<file path="src/pacs_pkg.sv">
/*
  Shared constants and carrier types for the auxiliary output, slip-guard
  and status register bank of the synthesizer.
  Assumes a single synchronous clock domain and a word-wide register port.
*/
// Behaviour
// - Four-bit selector picks aux output source; 0 static
// - Selector zero drives static three-bit value out
// - Pads stay high impedance unless enable bit set
// - Per-pad disable bits turn off single drivers
// - Zero step leaves slip guard inactive
// - Nonzero step shifts detector on each 2pi wrap
// - Step MSB gives direction; needs flop release active
// - Override one: reset follows release bit, else automatic
// - Forced detector reset tristates the charge pump
// - Release bit resets one; also needs register 1 bit 15
// - Status bit 0 reports lock, reset zero
// - Status bits 3:1 report modulator overflow
// - Status bit 5 set while sweep busy
// - Temperature code is floor((T+40)/17.5)
// - Temperature code saturates at 7 and 0
package pacs_pkg;
  localparam int ADDR_W = 6;                         // Register address width
  localparam int DATA_W = 24;                        // Register data width
  // Register addresses
  localparam logic [ADDR_W-1:0] ADDR_AUX_OUTPUT_CONTROL = 6'h1B;
  localparam logic [ADDR_W-1:0] ADDR_SLIP_GUARD_CONTROL = 6'h1C;
  localparam logic [ADDR_W-1:0] ADDR_RESERVED_A         = 6'h1D;
  localparam logic [ADDR_W-1:0] ADDR_TEMP_PROBE_CONTROL = 6'h1E;
  localparam logic [ADDR_W-1:0] ADDR_STATUS             = 6'h1F;
  localparam logic [ADDR_W-1:0] ADDR_RESERVED_B         = 6'h20;
  localparam logic [ADDR_W-1:0] ADDR_TEMP_READING       = 6'h21;
  localparam logic [ADDR_W-1:0] ADDR_RESERVED_C         = 6'h22;
  // Reset and default values
  localparam logic [DATA_W-1:0] RESERVED_A_VALUE = 24'h000000;
  localparam logic [DATA_W-1:0] RESERVED_B_VALUE = 24'h000020;
  localparam logic [DATA_W-1:0] RESERVED_C_VALUE = 24'h000000;
  localparam logic [6:0]        TEMP_RESET_CODE  = 7'h1F;
  localparam logic [3:0]        SEL_STATIC       = 4'h0;
  // Field positions, aux output control
  localparam int SEL_LSB = 0;
  localparam int STATIC_LSB = 4;
  localparam int PAD_EN_BIT = 7;
  localparam int PAD_DIS_LSB = 8;
  // Field positions, slip guard control
  localparam int STEP_LSB = 0;
  localparam int OVERRIDE_BIT = 4;
  localparam int RELEASE_BIT = 5;
  // Field positions, status
  localparam int LOCK_BIT = 0;
  localparam int OVF_LSB = 1;
  localparam int SWEEP_BIT = 5;
  localparam int PROBE_EN_BIT = 0;
  // Temperature conversion, in half-degree units
  localparam int TEMP_OFFSET_HALF = 80;              // 40 C
  localparam int TEMP_STEP_HALF   = 35;              // 17.5 C
  localparam int TEMP_HI_HALF     = 165;             // 82.5 C
  localparam int TEMP_LO_HALF     = -45;             // -22.5 C
  localparam logic [6:0] TEMP_CODE_MAX = 7'h07;
  localparam logic [6:0] TEMP_CODE_MIN = 7'h00;

  // Commands toward the phase detector
  typedef struct packed {
    logic       shift;                               // One-cycle shift request
    logic       advance;                             // 1 advance, 0 retard
    logic [2:0] cycles;                              // Oscillator cycles to shift
    logic       flop_reset_n;                        // Detector flop reset, low active
    logic       pump_tristate;                       // Charge pump high impedance
  } pacs_detector_t;

  // Status inputs from the analog core
  typedef struct packed {
    logic       locked;
    logic [2:0] overflow;
    logic       sweep_busy;
  } pacs_status_t;
endpackage

</file>
<file path="src/pacs_temp_code.sv">
/*
  Temperature code converter with capture register.
  Assumes the probe sample arrives as signed half-degree units and that the
  measurement request is a one-cycle pulse in the same clock domain.
*/
`timescale 1ns/10ps
module pacs_temp_code
  import pacs_pkg::*;
(
  input  wire logic              CLOCK,
  input  wire logic              RESET,
  input  wire logic              capture,        // Take a new sample
  input  wire logic signed [9:0] temp_half,      // Temperature, 0.5 C units
  output logic             [6:0] code            // Registered code
);

  // Floor division with both saturation ends
  function automatic logic [6:0] to_code(input logic signed [9:0] t);
    int shifted;
    shifted = int'(t) + TEMP_OFFSET_HALF;
    if (int'(t) >= TEMP_HI_HALF)
      to_code = TEMP_CODE_MAX;
    else if (int'(t) <= TEMP_LO_HALF)
      to_code = TEMP_CODE_MIN;
    else
      to_code = 7'(shifted / TEMP_STEP_HALF);
  endfunction

  // Capture register; holds the last reading between requests
  always_ff @(posedge CLOCK)
  begin
    if (RESET)
      code <= TEMP_RESET_CODE;
    else if (capture)
      code <= to_code(temp_half);
  end
endmodule

</file>
<file path="src/pacs_regs.sv">
/*
  Register bank for aux outputs, slip guard, probe control and status.
  Assumes the serial port front end delivers decoded single-cycle read and
  write strobes with address and data; all signals share CLOCK.
*/
`timescale 1ns/10ps
module pacs_regs
  import pacs_pkg::*;
#(
  parameter int PADS = 3                            // Aux output pad count
)
(
  input  wire logic              CLOCK,
  input  wire logic              RESET,
  input  wire logic              REG_WRITE,        // Write strobe
  input  wire logic              REG_READ,         // Read strobe
  input  wire logic [ADDR_W-1:0] REG_ADDR,         // Register address
  input  wire logic [DATA_W-1:0] REG_WDATA,        // Write data
  output logic      [DATA_W-1:0] REG_RDATA,        // Read data, registered
  output logic                   REG_RVALID,       // Read data valid pulse
  input  wire logic [15*PADS-1:0] GPO_SOURCES,     // Sources for codes 1..15
  output logic      [PADS-1:0]   GPO_OUT,          // Pad data
  output logic      [PADS-1:0]   GPO_OE_N,         // Pad enable, low drives
  input  wire logic              PHASE_WRAP,       // Detector error hit 2pi
  input  wire logic              REG1_BIT15,       // Companion enable bit
  output pacs_detector_t         DETECTOR,         // Detector commands
  input  pacs_status_t           STATUS,           // Analog status inputs
  input  wire logic              PROBE_TRIGGER,    // Probe trigger pulse
  input  wire logic signed [9:0] PROBE_TEMP,       // Probe sample
  output logic                   PROBE_ENABLE      // Probe power enable
);

  logic [10:0] aux_ctrl;                           // Aux output control bits
  logic [5:0]  slip_ctrl;                          // Slip guard control bits
  logic        probe_en;                           // Probe enable bit
  logic [6:0]  temp_code;                          // Latest temperature code
  logic [3:0]  sel;                                // Output source selector
  logic [2:0]  step;                               // Shift magnitude
  logic        guard_active;                       // Slip guard armed
  logic        next_reset_n;                       // Next detector reset level

  // Decode shared by the write processes
  function automatic logic hit(input logic [ADDR_W-1:0] a);
    hit = REG_WRITE && (REG_ADDR == a);
  endfunction

  // Aux output control register; only low eleven bits are implemented
  always_ff @(posedge CLOCK)
  begin
    if (RESET)
      aux_ctrl <= '0;
    else if (hit(ADDR_AUX_OUTPUT_CONTROL))
      aux_ctrl <= REG_WDATA[10:0];
  end

  // Slip guard control; release bit comes up set
  always_ff @(posedge CLOCK)
  begin
    if (RESET)
    begin
      slip_ctrl <= '0;
      slip_ctrl[RELEASE_BIT] <= 1'b1;
    end
    else if (hit(ADDR_SLIP_GUARD_CONTROL))
      slip_ctrl <= REG_WDATA[5:0];
  end

  // Probe enable register
  always_ff @(posedge CLOCK)
  begin
    if (RESET)
      probe_en <= 1'b0;
    else if (hit(ADDR_TEMP_PROBE_CONTROL))
      probe_en <= REG_WDATA[PROBE_EN_BIT];
  end

  assign PROBE_ENABLE = probe_en;

  // Measurement only when the probe is powered; host supplies the trigger
  pacs_temp_code u_temp
  (
    .CLOCK     (CLOCK),
    .RESET     (RESET),
    .capture   (PROBE_TRIGGER && probe_en),
    .temp_half (PROBE_TEMP),
    .code      (temp_code)
  );

  assign sel = aux_ctrl[SEL_LSB +: 4];

  // Output mux and pad enables, registered so pads never glitch on decode
  always_ff @(posedge CLOCK)
  begin
    if (RESET)
    begin
      GPO_OUT  <= '0;
      GPO_OE_N <= '1;
    end
    else
    begin
      if (sel == SEL_STATIC)
        GPO_OUT <= aux_ctrl[STATIC_LSB +: PADS];
      else
        GPO_OUT <= GPO_SOURCES[(int'(sel) - 1) * PADS +: PADS];
      // Master enable gates every pad enable; per-pad bits veto single pads
      GPO_OE_N <= ~({PADS{aux_ctrl[PAD_EN_BIT]}}
                    & ~aux_ctrl[PAD_DIS_LSB +: PADS]);
    end
  end

  assign step = slip_ctrl[STEP_LSB +: 3];
  // Needs nonzero step, release bit and the companion bit together
  assign guard_active = (slip_ctrl[STEP_LSB +: 4] != 4'h0)
                        && slip_ctrl[RELEASE_BIT] && REG1_BIT15;

  // Detector flop reset source; automatic mode keeps flops released
  always_comb
  begin
    if (slip_ctrl[OVERRIDE_BIT])
      next_reset_n = slip_ctrl[RELEASE_BIT];
    else
      next_reset_n = 1'b1;
  end

  // Detector commands; a shift is issued once per wrap event
  always_ff @(posedge CLOCK)
  begin
    if (RESET)
    begin
      DETECTOR <= '0;
      DETECTOR.flop_reset_n <= 1'b1;
    end
    else
    begin
      DETECTOR.shift         <= guard_active && PHASE_WRAP;
      DETECTOR.advance       <= slip_ctrl[STEP_LSB + 3];
      DETECTOR.cycles        <= step;
      DETECTOR.flop_reset_n  <= next_reset_n;
      DETECTOR.pump_tristate <= ~next_reset_n;
    end
  end

  // Read port; reserved words return fixed values, unmapped reads zero
  always_ff @(posedge CLOCK)
  begin
    if (RESET)
    begin
      REG_RDATA  <= '0;
      REG_RVALID <= 1'b0;
    end
    else
    begin
      REG_RVALID <= REG_READ;
      if (REG_READ)
      begin
        unique case (REG_ADDR)
          ADDR_AUX_OUTPUT_CONTROL: REG_RDATA <= {13'h0000, aux_ctrl};
          ADDR_SLIP_GUARD_CONTROL: REG_RDATA <= {18'h00000, slip_ctrl};
          ADDR_RESERVED_A:         REG_RDATA <= RESERVED_A_VALUE;
          ADDR_TEMP_PROBE_CONTROL: REG_RDATA <= {23'h000000, probe_en};
          ADDR_STATUS:             REG_RDATA <= {18'h00000, STATUS.sweep_busy,
                                                 1'b0, STATUS.overflow,
                                                 STATUS.locked};
          ADDR_RESERVED_B:         REG_RDATA <= RESERVED_B_VALUE;
          ADDR_TEMP_READING:       REG_RDATA <= {17'h00000, temp_code};
          ADDR_RESERVED_C:         REG_RDATA <= RESERVED_C_VALUE;
          default:                 REG_RDATA <= '0;
        endcase
      end
    end
  end
endmodule

</file>
<file path="config.mk">
export PLATFORM = sky130hd
export DESIGN_NAME = pacs_regs
export DESIGN_NICKNAME = d
export VERILOG_FILES = /design/src/pacs_pkg.sv /design/src/pacs_temp_code.sv /design/src/pacs_regs.sv
export SDC_FILE = /design/constraint.sdc
export NUM_CORES = 1
export LEC_CHECK = 0
export ABC_AREA = 1
export BUFFER_PORTS_ARGS = -buffer_cell sky130_fd_sc_hd__buf_4
export CAP_MARGIN = 20
export CORE_ASPECT_RATIO = 1.4
export CORE_MARGIN = 4
export CORE_UTILIZATION = 58
export CTS_BUF_LIST = sky130_fd_sc_hd__clkbuf_16
export DETAILED_ROUTE_END_ITERATION = 10
export GPL_ROUTABILITY_DRIVEN = 0
export PLACE_DENSITY = 0.94
export SYNTH_ARGS = -nofsm -noshare
export SYNTH_HDL_FRONTEND = slang
export SYNTH_SLANG_ARGS = --single-unit
</file>
<file path="constraint.sdc">
create_clock -name CLOCK -period 6.8 [get_ports CLOCK]
set_input_delay 1.02 -clock CLOCK [delete_from_list [all_inputs] [get_ports CLOCK]]
set_output_delay 1.02 -clock CLOCK [all_outputs]
set_load 0.005 [all_outputs]
</file>
# After elaboration in Yosys (flattened, before gate mapping)
# Index checks and enable logic that the tools add are counted.
[classes]
addsub = 2
bitwise_logic = 4
reduce_logical = 9
n_mul = 1
n_eq_ne = 6
n_lt_le_gt_ge = 2
shifts = 1
n_mux = 5
n_div = 1
[op_table]
columns = ["op", "n"]
rows = [
  ["$pmux W11 S6", 1],
  ["$shiftx A45 B8 Y3", 1],
  ["$div A32 B7 Y32 const B", 1],
  ["$eq A6 B5 Y1 const B", 4],
  ["$mux W7", 2],
  ["$eq A6 B6 Y1 const B", 2],
  ["$add A10 B8 Y11 const B", 1],
  ["$ge A10 B9 Y1 const B", 1],
  ["$le A10 B7 Y1 const B", 1],
  ["$mul A5 B3 Y8 const B", 1],
  ["$logic_and A1 B1 Y1", 7],
  ["$not A3 Y3", 2],
  ["$sub A4 B1 Y5 const B", 1],
  ["$logic_not A4 Y1", 1],
  ["$reduce_bool A4 Y1", 1],
  ["$and A3 B3 Y3", 1],
  ["$mux W3", 1],
  ["$mux W1", 1],
  ["$not A1 Y1", 1],
]
[totals]
regBits = 63
out_inout_bits = 39
inputBits = 97
word_cells = 44

# Depth between registers and ports, before layout
# Gate-level depths: netlist of the first run.
[logic_depth]
depth_word = 4
depth_mapped = 42
ltp_nobuf = 42

# Cells and area by module
# A second synthesis of the first run with hierarchy kept.
[unflattened]
hier_cells = 883
hier_area_um2 = 5325.1
[modules_own_cells]
columns = ["mod", "seq_area_each_um2", "area_each_um2", "cells_each", "instances"]
rows = [
  ["pacs_regs", 860.8, 3440.8, 573, 1],
  ["pacs_temp_code", 140.1, 1884.3, 310, 1],
]

# Worst setup path before layout of the first run
# OpenSTA, ideal clock, no wires.
[synth_path]
path_type = "input to register"
startpoint = "input port PROBE_TEMP[4]"
endpoint = "register u_temp.code[2]"
setup_time_ps = 121
path_stages = 37
slack_ps = 2039
arrival_ps = 4640
required_ps = 6679
path_buffers = 1
cell_sequence = "ha_1 -> nor2_2 -> nor2_4 -> nor2_4 -> buf_6 -> nand2_1 -> nand2_1 -> nand2_2 -> inv_2 -> nand2_1 -> nand3_2 -> nand3_2 -> a21oi_4 -> nand3_1 -> nand2_4 -> nand2_4 -> nor2_1 -> nand2_2 -> nand2_4 -> nand2_1 -> nand2_1 -> inv_1 -> ha_1 -> o21bai_1 -> inv_1 -> nand2_1 -> inv_1 -> nand3_1 -> nand2_1 -> nand2_1 -> a21oi_1 -> and3_1 -> ha_1 -> nor2_1 -> xor2_1 -> nand2_1 -> nand3_1"
[synth_via]
elab_chain_len = 4
word_cells_on_any_way = 6
classes_between = "1 x add/sub; 1 x div; 2 x order compare; 2 x mux"
[synth_lines]
columns = ["element", "line_no", "source"]
rows = [
  ["from (decl)", "pacs_regs.sv:29", "input wire logic signed [9:0] PROBE_TEMP,"],
  ["$add A10 B8 Y11", "pacs_temp_code.sv:20", "shifted = int'(t) + TEMP_OFFSET_HALF;"],
  ["$div A32 B7 Y32", "pacs_temp_code.sv:26", "to_code = 7'(shifted / TEMP_STEP_HALF);"],
  ["$mux W7", "pacs_temp_code.sv:23", "else if (int'(t) <= TEMP_LO_HALF)"],
  ["$mux W7 *", "pacs_temp_code.sv:21", "if (int'(t) >= TEMP_HI_HALF)"],
  ["to (signal assigned)", "pacs_temp_code.sv:35", "code <= to_code(temp_half);"],
  ["to (decl)", "pacs_temp_code.sv:14", "output logic [6:0] code"],
]
# Mark *: on every way between the ends. The rest lies on a longest branch, timed or not.
# A chain may end at the register's enable or synchronous reset.

# Worst setup path after layout of the first run
# Same ends and word-level chain as after synthesis.

==> metrics.csv, run 1 <==
metric;value;unit
synth_edf_count;0;
clk_pin_slew;0.06;ns
port_buffers;109;
yosysTopAreaCell;dfxtp_1;
setup_viol;0;
path_max_fanout;14;
p_seq_share;26.5;%
die_w;85.9;um
synth_area_leaders;dfxtp_1 (20%), nand2_1 (17%), nand3_1 (7.9%);
clkPwrFrac;25.0;%
final-hold-violation-count;0;
drive_gt1_share;19.3;%
startpoint_type;input pin;
grt-ovfl-total;0;
cts_buffers;5;
place_hpwl;11.1;mm
via_per_inst;5.69;
antenna_cells;0;
setup_tns;0;ns
grt_util_all_layers;28.4;%
dieArea;0.0100;mm2
cp-end-kind;flip-flop;
synthCells;826;
antenna_found_initial;0;
grt_pass1_vias;5511;
finClkSkew;0.00394;ns
start_util;60.1;%
max_stage_delay;0.26;ns
avgSynthCellArea;5.96;um2
wire_per_inst;13.9;um
core;0.00820;mm2
yosys.area.top_type_share;20.3;%
peakVddDrop;0.000182;V
cts_tree;done;
clock-sinks;50;
tightestPinTransition;0.818;ns
ctsLongestPathBuffers;2;
dr.pass1.iters;9;
min_path_type;flip-flop to flip-flop;
finalNonFillerCells;1016;
max_freq;190;MHz
cap_viol_max_count;0;
min-delay-start;u_temp.code[5]$_SDFFE_PP0P_;
reg2reg_depth;21;
hold_depth;2;
grt_pass1_wl;23.5;mm
status;complete, no violations;
finalNetCount;1029;
die_h;117;um
synth-seq-cells;50;
r2r_slack;2.46;ns
grt_max_degree;47;
totalWireLength;14.1;mm
worstSetupPathType;input pin to flip-flop;
synthFlopType;dfxtp_1;
rsz0062_at_grt;false;
hold_buffers;0;
rows;39;
final_max_slew_viol_count;0;
final_antenna_net_count;0;
fin_crit;5.25;ns
syn-cell-area;0.00492;mm2
r2r_end;GPO_OUT[2]$_SDFF_PP0_;
synthArstFlopShare;0;%
place_inst;1008;
htree_levels;2;
ctsRootBufferMaster;clkbuf_16;
yosys_warnings;0;
fin_crit_sh;77.3;%
relSlewSlack;45.4;%
internal-power;0.665;mW
cp_slowest_cell;nor2_4;
min_to;u_temp.code[5]$_SDFFE_PP0P_;
seq_area_frac_synth;20.3;%
ctsResizeCount;0;
clk_latency;0.29;ns
critical_path_arrival;5.43;ns
switching_share;40.6;%
synth_cell_types;51;
drt_iter0_drc;324;
p_leak;2.86;nW
reg2reg_from;aux_ctrl[1]$_SDFFE_PP0P_;
p_switching;0.454;mW
vias;5779;
post-cts-setup-buffers;0;
io_pins;136;
power_frac_comb;48.5;%
drc;0;
crit_top_cell;nand2_1;
p_per_area;190;mW/mm2
worstPathRequired;6.98;ns
syn_to_final_growth;19.8;%
[registers in the layout, indices dropped and copies added, names as in the netlist]
signal,cells
REG_RVALID,1
GPO_OUT,3
PROBE_ENABLE,1
slip_ctrl,6
aux_ctrl,11
DETECTOR,7
REG_RDATA,11
u_temp.code,7
GPO_OE_N,3
[area by class of cell]
type,count,area [um2]
multi-input cells,641,3360
fillers,689,2300
flip-flops and latches,50,1000
repair buffers,114,863
inverters,102,383
well taps,102,128
clock buffers,5,125
clock inverters,2,38.8
[power by group through the flow]
stage               Sequential, mW  Combinational [mW]  Clock [mW]
floorplan                    0.304               0.414           0
global placement             0.304               0.521           0
detailed placement           0.304               0.530           0
CTS                          0.297               0.532       0.279
global route                 0.297               0.616       0.290
finish                       0.297               0.542       0.279
[synth_stat cells (2+ instances only)]
cell type / n
inv_1: 92
nand3_1: 78
a21oi_4: 3
o2111ai_1: 4
o221ai_1: 3
buf_4: 13
o21bai_1: 3
nor3_1: 7
nand3b_1: 2
dfxtp_1: 50
o22ai_1: 8
ha_1: 17
o21ai_0: 70
nand2_2: 15
nor2_1: 59
o21ai_1: 2
nand3_2: 7
a22o_1: 3
nand4_1: 11
o211ai_1: 10
nand2_1: 219
xor2_1: 8
clkbuf_1: 30
xnor2_1: 2
a21oi_1: 50
nor2_4: 3
a31oi_1: 13
nand2_4: 5
inv_2: 10
nor2_2: 7
o311ai_0: 2
[how the worst max path moves through the flow]
stage / start / slack [ns] / end / depth (start not counted)
6_report: PROBE_TEMP[4] / 1.55 / u_temp.code[2]$_SDFFE_PP1P_ / 41
5_1_grt: PROBE_TEMP[4] / 0.98 / u_temp.code[2]$_SDFFE_PP1P_ / 41
4_1_cts: PROBE_TEMP[4] / 1.56 / u_temp.code[2]$_SDFFE_PP1P_ / 41
3_5_place_dp: PROBE_TEMP[4] / 1.27 / u_temp.code[2]$_SDFFE_PP1P_ / 41
3_3_place_gp: PROBE_TEMP[4] / 1.39 / u_temp.code[2]$_SDFFE_PP1P_ / 41
2_1_floorplan: PROBE_TEMP[4] / 2.04 / u_temp.code[2]$_SDFFE_PP1P_ / 37
[critical path: cells and delay by family]
kind,cells,cell delay [ns]
adders and majority gates,3,0.64
and+or+nand+nor,30,2.93
xor gates and xnor gates,1,0.16
AOI/OAI and AO/OA,2,0.30
buffers and inverters,5,0.36
[stage by stage]
step	hold WS (ns)	power, mW	util (%)	setup slack, ns	cell area [um2]
after floorplan	0.419	0.718	-	2.04	4970
after global placement	0.427	0.825	69.8	1.39	5720
after detailed placement	0.428	0.834	69.8	1.27	5720
after CTS	0.439	1.11	71.8	1.56	5880
after global routing	0.476	1.20	71.9	0.980	5900
final	0.445	1.12	71.9	1.55	5900
[metal layers]
metal,vias to the layer above,track usage [%],share of wire [%]
met5,-,0,0
met4,0,16.7,4.8
met3,65,4.34,9.0
met2,280,53.5,51
met1,2547,29.4,35
li1,2887,-,-
[placed cells by master, fill, tap and decap left out, types with 4 or more instances in the layout]
cell         n
buf_4      113
nand4_1     11
a31oi_1     13
dfxtp_1     50
nand3_2      7
a21oi_1     50
o22ai_1      8
clkbuf_16    5
xor2_1       8
nand2_1    219
o21ai_0     70
o211ai_1    10
nand3_1     78
nor2_1      59
ha_1        17
o2111ai_1    4
nor2_2       7
conb_1      13
nand2_2     15
nor3_1       7
inv_2       10
nand2_4      5
inv_1       92
[cells by family (layout without fill, tap and decap cells)]
kind of cell               count (synthesis)  after routing  share of synthesized area [%]
AOI/OAI and AO/OA                        181            181                           22.1
xor gates and xnor gates                  10             10                           1.78
adders and majority gates                 18             18                           4.73
buffers and inverters                    147            223                           12.4
DFF                                       50             50                           20.3
other                                      1             13                         0.0762
and+or+nand+nor                          419            419                           38.6
(Power assumes the default switching activity.)
==> run 2: changes to the inputs <==
Settings changed: ABC_AREA 1 to 0, CORE_UTILIZATION 58 to 49, PLACE_DENSITY 0.94 to 0.85.
Clock period 6.8 ns to 4.3 ns, I/O delays scaled along.
==> run 2 against run 1 <==
The run now ends with negative setup slack left. Critical path depth fell by 17. Via count rose by 0.10%. Total power rose by 68%. Core utilization fell by 0.60 points. Combinational power rose by 78%. Sequential share of layout area fell by 3.0 points. Hold slack improved by 0.014 ns. Wire length rose by 21%. Synthesized area rose by 4.2%. First-iteration DRC count rose by 1.2%. Register-to-register slack got worse by 2.1 ns. Die area rose by 21%. Critical endpoint unchanged.
==> metrics.csv, run 2 <==
metric;value;unit;change
grt-ovfl-total;0;;unchanged
top_regs;REG_RDATA: 11 flops, aux_ctrl: 11 flops;;unchanged
violations;negative setup slack;;
finClkSkew;0.00786;ns;was 0.00394 ns
switching_share;34.6;%;was 40.6%
startpoint_type;input pin;;unchanged
finalNetCount;911;;was 1029
max_stage_delay;0.41;ns;was 0.26 ns
layout.cells.most_common_list;buf_4 (211), nand2_1 (57), dfxtp_1 (50), a21oi_1 (47), nor2_1 (46);;was nand2_1 (219), buf_4 (113), inv_1 (92), nand3_1 (78), o21ai_0 (70)
finalNonFillerCells;932;;was 1016
final-hold-violation-count;0;;unchanged
io_pins;136;;unchanged
port_buffers;109;;unchanged
htree_levels;2;;unchanged
ctsLongestPathBuffers;2;;unchanged
avgSynthCellArea;8.50;um2;was 5.96 um2
fin_crit;5.34;ns;
final_area;0.00718;mm2;was 0.00590 mm2
final_common_cell;buf_4;;was nand2_1
yosysTopAreaCell;dfxtp_1;;unchanged
synth_cell_types;77;;was 51
min_path_type;flip-flop to flip-flop;;unchanged
core;0.0101;mm2;was 0.00820 mm2
grt_max_degree;47;;unchanged
p_seq_share;24.9;%;was 26.5%
grt_pass1_wl;26.6;mm;was 23.5 mm
cp-end-kind;flip-flop;;unchanged
multi_input_area;0.00409;mm2;was 0.00336 mm2
yosys_warnings;0;;unchanged
reg2reg_from;aux_ctrl[0]$_SDFFE_PP0P_;;was aux_ctrl[1]$_SDFFE_PP0P_
grt_pass1_vias;5738;;was 5511
seq_area_frac_synth;19.5;%;was 20.3%
totalWireLength;17.1;mm;was 14.1 mm
start_util;51.0;%;was 60.1%
vias;5785;;was 5779
final_antenna_net_count;0;;unchanged
dieArea;0.0122;mm2;was 0.0100 mm2
path_max_fanout;5;;was 14
p_per_area;261;mW/mm2;was 190 mW/mm2
worstSetupPathType;input pin to flip-flop;;unchanged
setup_tns;-1.71;ns;was 0 ns
yosys.area.top_type_share;19.5;%;was 20.3%
cp_slowest_cell;a2111oi_4;;was nor2_4
place_inst;915;;was 1008
drt_iter0_drc;328;;was 324
cp_cell_sequence;buf_8, or3_4, or3_4, a2111oi_4, buf_4, nor3_2, a31oi_4, a21oi_4, o31ai_2, a22oi_2, o31a_4, xnor2_4, ha_4, a21oi_4, nand4_1, a211o_1, nand2_1, a221oi_2, and2_4, a211oi_2, ha_2, nor2_1, xnor2_1, a221o_1;;
final_max_slew_viol_count;0;;unchanged
drive_gt1_share;39.5;%;was 19.3%
synthFlopType;dfxtp_1;;unchanged
clock-sinks;50;;unchanged
grt_util_all_layers;26.7;%;was 28.4%
p_switching;0.648;mW;was 0.454 mW
cts_buffers;5;;unchanged
seqCellArea;0.00100;mm2;unchanged
setup_ws;-1.04;ns;was 1.55 ns
internal-power;1.23;mW;was 0.665 mW
antenna_found_initial;0;;unchanged
ctsRootBufferMaster;clkbuf_16;;unchanged
die_w;94.5;um;was 85.9 um
synth-seq-cells;50;;unchanged
drc;0;;unchanged
syn_to_final_growth;39.9;%;was 19.8%
setup_viol;3;;was 0
post_dp_cell_area;0.00673;mm2;was 0.00572 mm2
cts_tree;done;;unchanged
clk_pin_slew;0.06;ns;about the same
synth_edf_count;0;;unchanged
peakVddDrop;0.000168;V;was 0.000182 V
dr.pass1.iters;5;;was 9
tightestPinTransition;0.669;ns;was 0.818 ns
synthTopCellsByCount;nand2_1 (58), dfxtp_1 (50), a21oi_1 (49), nor2_1 (46), mux4_2 (37);;was nand2_1 (219), inv_1 (92), nand3_1 (78), o21ai_0 (70), nor2_1 (59)
fillers;688;;was 689
synthArstFlopShare;0;%;unchanged
place_hpwl;13.1;mm;was 11.1 mm
synthCells;604;;was 826
cap_viol_max_count;0;;unchanged
wire_per_inst;18.4;um;was 13.9 um
worstSetupStartpoint;PROBE_TEMP[0];;was PROBE_TEMP[4]
rows;43;;was 39
relSlewSlack;55.0;%;was 45.4%
hold_buffers;0;;unchanged
die_h;129;um;was 117 um
via_per_inst;6.21;;was 5.69
antenna_cells;0;;unchanged
max_freq;187;MHz;
yosysMostFrequentCell;nand2_1;;unchanged
r2r_slack;0.39;ns;was 2.46 ns
power_frac_comb;51.6;%;was 48.5%
clkPwrFrac;23.5;%;was 25.0%
min-delay-start;u_temp.code[4]$_SDFFE_PP1P_;;was u_temp.code[5]$_SDFFE_PP0P_
critical_path_arrival;5.51;ns;was 5.43 ns
fin_crit_sh;124;%;
syn-cell-area;0.00513;mm2;was 0.00492 mm2
synth_area_leaders;dfxtp_1 (20%), mux4_2 (16%), a21oi_1 (4.8%);;was dfxtp_1 (20%), nand2_1 (17%), nand3_1 (7.9%)
worstPathRequired;4.47;ns;was 6.98 ns
clk_latency;0.29;ns;about the same
rsz0062_at_grt;true;;was false
status;complete, but fails checks;;was complete, no violations
p_leak;3.00;nW;was 2.86 nW
==> run 2: timing repair <==
item / in CTS / in global routing
endpoints found under the setup margin: 3 / 3
resized for setup: 17 / 27
cloned: 0 / 0
pin swaps: 4 / 26
hold endpoints to repair: 0 / 0
buffers inserted: 5 / 6
==> run 2: stage by stage <==
stage                     hold WS, ns  total power, mW  util, %  worst slack (ns)
after global placement          0.435             1.29     66.9             -1.18
after CTS                       0.458             1.80     69.8            -0.893
after floorplan                 0.426            0.966        -             -1.25
after global routing            0.481             1.96     71.3             -1.27
after detailed placement        0.444             1.32     66.9             -1.32
final                           0.459             1.87     71.3             -1.04
==> run 2: per-layer routing <==
metal  vias to the layer above  track usage [%]  routed length, um
met2                       308             51.2               9200
met4                         0             13.4                948
met3                        82             3.60               1150
met1                      2741             27.9               5820
met5                         -                0                  0
li1                       2654                -                  -
==> run 2: power groups by stage <==
stage               logic (mW)  registers (mW)  clock network [mW]
floorplan                0.490           0.476                   0
global placement         0.812           0.476                   0
CTS                      0.896           0.466               0.441
finish                   0.967           0.466               0.441
global route              1.03           0.466               0.460
detailed placement       0.847           0.477                   0
==> run 2: kinds of logic after synthesis <==
logic type                 Yosys count  share of synthesized area, %
muxes                               53                          19.4
and+or+nand+nor                    219                          22.0
adders and majority gates           18                          4.54
other                                1                        0.0731
xor gates and xnor gates            24                          4.10
AOI/OAI and AO/OA                  172                          24.2
buffers and inverters               67                          6.24
DFF                                 50                          19.5
==> run 2: critical path, delay by kind of cell <==
| kind | cells | cell delay, ns |
|---|---|---|
| AND/OR/NAND/NOR | 7 | 1.23 |
| adder cells (fa/ha/maj) | 2 | 0.42 |
| buffers and inverters | 2 | 0.29 |
| AO/OA/AOI/OAI | 11 | 2.62 |
| XOR/XNOR | 2 | 0.29 |
==> run 2: path summary, 6_finish.rpt <==
path / to / cells after the start
max: u_temp.code[2]$_SDFFE_PP1P_ / 24
min: u_temp.code[4]$_SDFFE_PP1P_ / 1
min reg2reg: u_temp.code[4]$_SDFFE_PP1P_ / 1
max reg2reg: GPO_OUT[1]$_SDFF_PP0_ / 19
==> run 2: final cells by class <==
type,count,share of cell area (%)
multi-input combinational,499,57.0
timing repair buffer,218,23.2
sequential,50,13.9
tap,135,2.35
clock buffer,5,1.74
inverter,22,1.15
clock inverter,3,0.628
==> run 3: changes to the inputs <==
Settings changed: ABC_AREA 0 to 1, GPL_ROUTABILITY_DRIVEN 0 to default, PLACE_DENSITY 0.85 to 0.86.
==> run 3 against run 2 <==
The run still ends with negative setup slack left. Critical endpoint unchanged. Non-clock buffer count decreased by 20. Largest power group unchanged. Clock power increased by 4.8%. Sequential share of layout area increased by 0.42 points. Die area decreased by 3.8%. Highest routed layer unchanged. Fmax increased by 20%. Critical path depth increased by 12.
==> metrics.csv, run 3 (synthesis gave the netlist of run 1 again) <==
metric;value;unit;change
status;complete, but fails checks;;unchanged
violations;negative setup slack;;unchanged
startpoint_type;input pin;;unchanged
max_stage_delay;0.19;ns;was 0.41 ns
cts_buffers;5;;unchanged
grt_max_degree;58;;was 47
fillers;776;;was 688
cts_tree;done;;unchanged
wire_per_inst;15.8;um;was 18.4 um
cp_slowest_cell;nor2_4;;was a2111oi_4
drc;0;;unchanged
fin_crit_sh;104;%;was 124%
final_common_cell;nand2_1;;was buf_4
grt_pass1_wl;25.7;mm;was 26.6 mm
htree_levels;2;;unchanged
io_pins;136;;unchanged
finClkSkew;0.00447;ns;was 0.00786 ns
final_antenna_net_count;0;;unchanged
finalNonFillerCells;1134;;was 932
grtUsageMet3;2.43;%;was 3.60%
crit_top_cell;nand2_1;;
peakVddDrop;0.000195;V;was 0.000168 V
critical_path_arrival;4.70;ns;was 5.51 ns
path_max_fanout;6;;was 5
grt_pass1_vias;5739;;was 5738
min_path_type;flip-flop to flip-flop;;unchanged
top_regs;REG_RDATA: 11 flops, aux_ctrl: 11 flops;;unchanged
via_per_inst;5.63;;was 6.21
hold_depth;2;;was 1
relSlewSlack;42.6;%;was 55.0%
clk_pin_slew;0.07;ns;was 0.06 ns
syn_to_final_growth;41.5;%;was 39.9%
place.gp.congestion;1.01;;
setup_viol;1;;was 3
tightestPinTransition;0.860;ns;was 0.669 ns
max_freq;224;MHz;was 187 MHz
rows;43;;unchanged
grt-busiest-layer;met2;;unchanged
final_max_slew_viol_count;0;;unchanged
use_met1;28.7;%;was 27.9%
fin_hold_ws;0.448;ns;was 0.459 ns
reg2reg_depth;21;;was 19
dieArea;0.0117;mm2;was 0.0122 mm2
grtUsageMet2;50.7;%;was 51.2%
antenna_found_initial;0;;unchanged
vias;6383;;was 5785
clk_latency;0.29;ns;about the same
drive_gt1_share;31.0;%;was 39.5%
grt-ovfl-total;0;;unchanged
grt_util_all_layers;26.3;%;was 26.7%
die_w;92.7;um;was 94.5 um
rsz0062_at_grt;true;;unchanged
core;0.00985;mm2;was 0.0101 mm2
seqCellArea;0.00100;mm2;unchanged
p_leak;3.34;nW;was 3.00 nW
p_per_area;347;mW/mm2;was 261 mW/mm2
cap_viol_max_count;0;;unchanged
layout.cells.most_common_list;nand2_1 (195), buf_4 (186), inv_1 (89), nand3_1 (71), o21ai_0 (69);;was buf_4 (211), nand2_1 (57), dfxtp_1 (50), a21oi_1 (47), nor2_1 (46)
drt_iter0_drc;596;;was 328
cp-end-kind;flip-flop;;unchanged
port_buffers;109;;unchanged
multi_input_area;0.00368;mm2;was 0.00409 mm2
final-hold-violation-count;0;;unchanged
die_h;127;um;was 129 um
dr.pass1.iters;5;;unchanged
place_inst;1106;;was 915
finalNetCount;1113;;was 911
worstSetupPathType;input pin to flip-flop;;unchanged
ctsRootBufferMaster;clkbuf_16;;unchanged
place_hpwl;12.2;mm;was 13.1 mm
start_util;50.0;%;was 51.0%
fin_crit;4.46;ns;was 5.34 ns
worstPathRequired;4.54;ns;was 4.47 ns
setup_tns;-0.159;ns;was -1.71 ns
clock-sinks;50;;unchanged
totalWireLength;17.9;mm;was 17.1 mm
antenna_cells;0;;unchanged
ctsLongestPathBuffers;2;;unchanged
setup_ws;-0.159;ns;was -1.04 ns
run 3: metrics by stage:
stage                     cell area (um2)  worst slack (ns)  utilization, %  total power [mW]
after floorplan                      5030           0.00498               -              1.16
after global placement               6320            -0.316            64.2              1.56
after detailed placement             6320            -0.449            64.2              1.58
after CTS                            6680           0.00437            67.8              2.12
after global routing                 6970            -0.414            70.8              2.54
final                                6970            -0.159            70.8              2.42
run 3: final timing paths:
path	start	to	slack, ns
worst min register to register	u_temp.code[6]$_SDFFE_PP0P_	u_temp.code[6]$_SDFFE_PP0P_	0.45
worst max register to register	aux_ctrl[0]$_SDFFE_PP0P_	GPO_OUT[0]$_SDFF_PP0_	0.37
worst max-delay path	PROBE_TEMP[4]	u_temp.code[2]$_SDFFE_PP1P_	-0.16
worst min-delay path	u_temp.code[6]$_SDFFE_PP0P_	u_temp.code[6]$_SDFFE_PP0P_	0.45
run 3: timing repair:
item	in CTS	in global routing
endpoints found under the setup margin	1	2
resized for setup	25	49
hold buffers	0	0
pin swaps	26	43
setup buffers	10	10
run 3: worst max-delay path, delay by kind of cell:
| family | cells | cell delay (ns) |
|---|---|---|
| xor+xnor | 1 | 0.19 |
| simple gates | 24 | 2.42 |
| compound gates | 2 | 0.35 |
| fa+ha+maj | 2 | 0.32 |
| buf+inv | 7 | 0.77 |
run 3: area by class of cell:
class,count,area share [%]
Clock inverter,3,0.700
Timing Repair Buffer,198,22.2
Inverter,102,5.60
Sequential cell,50,14.4
Multi-Input combinational cell,641,52.9
Tap cell,135,2.42
Clock buffer,5,1.80
run 3: per-layer routing:
layer,wire [um],vias up
met3,1400,90
met2,8960,346
met4,1030,0
li1,-,3066
met1,6520,2881
met5,0,-
run 3: report_power, final:
group | total (mW) | leakage, nW | internal (mW) | switching (mW)
sequential | 0.470 | 0.404 | 0.467 | 0.00252
clock | 0.462 | 0.0819 | 0.279 | 0.183
combinational | 1.49 | 2.85 | 0.667 | 0.822
total | 2.42 | 3.34 | 1.41 | 1.01
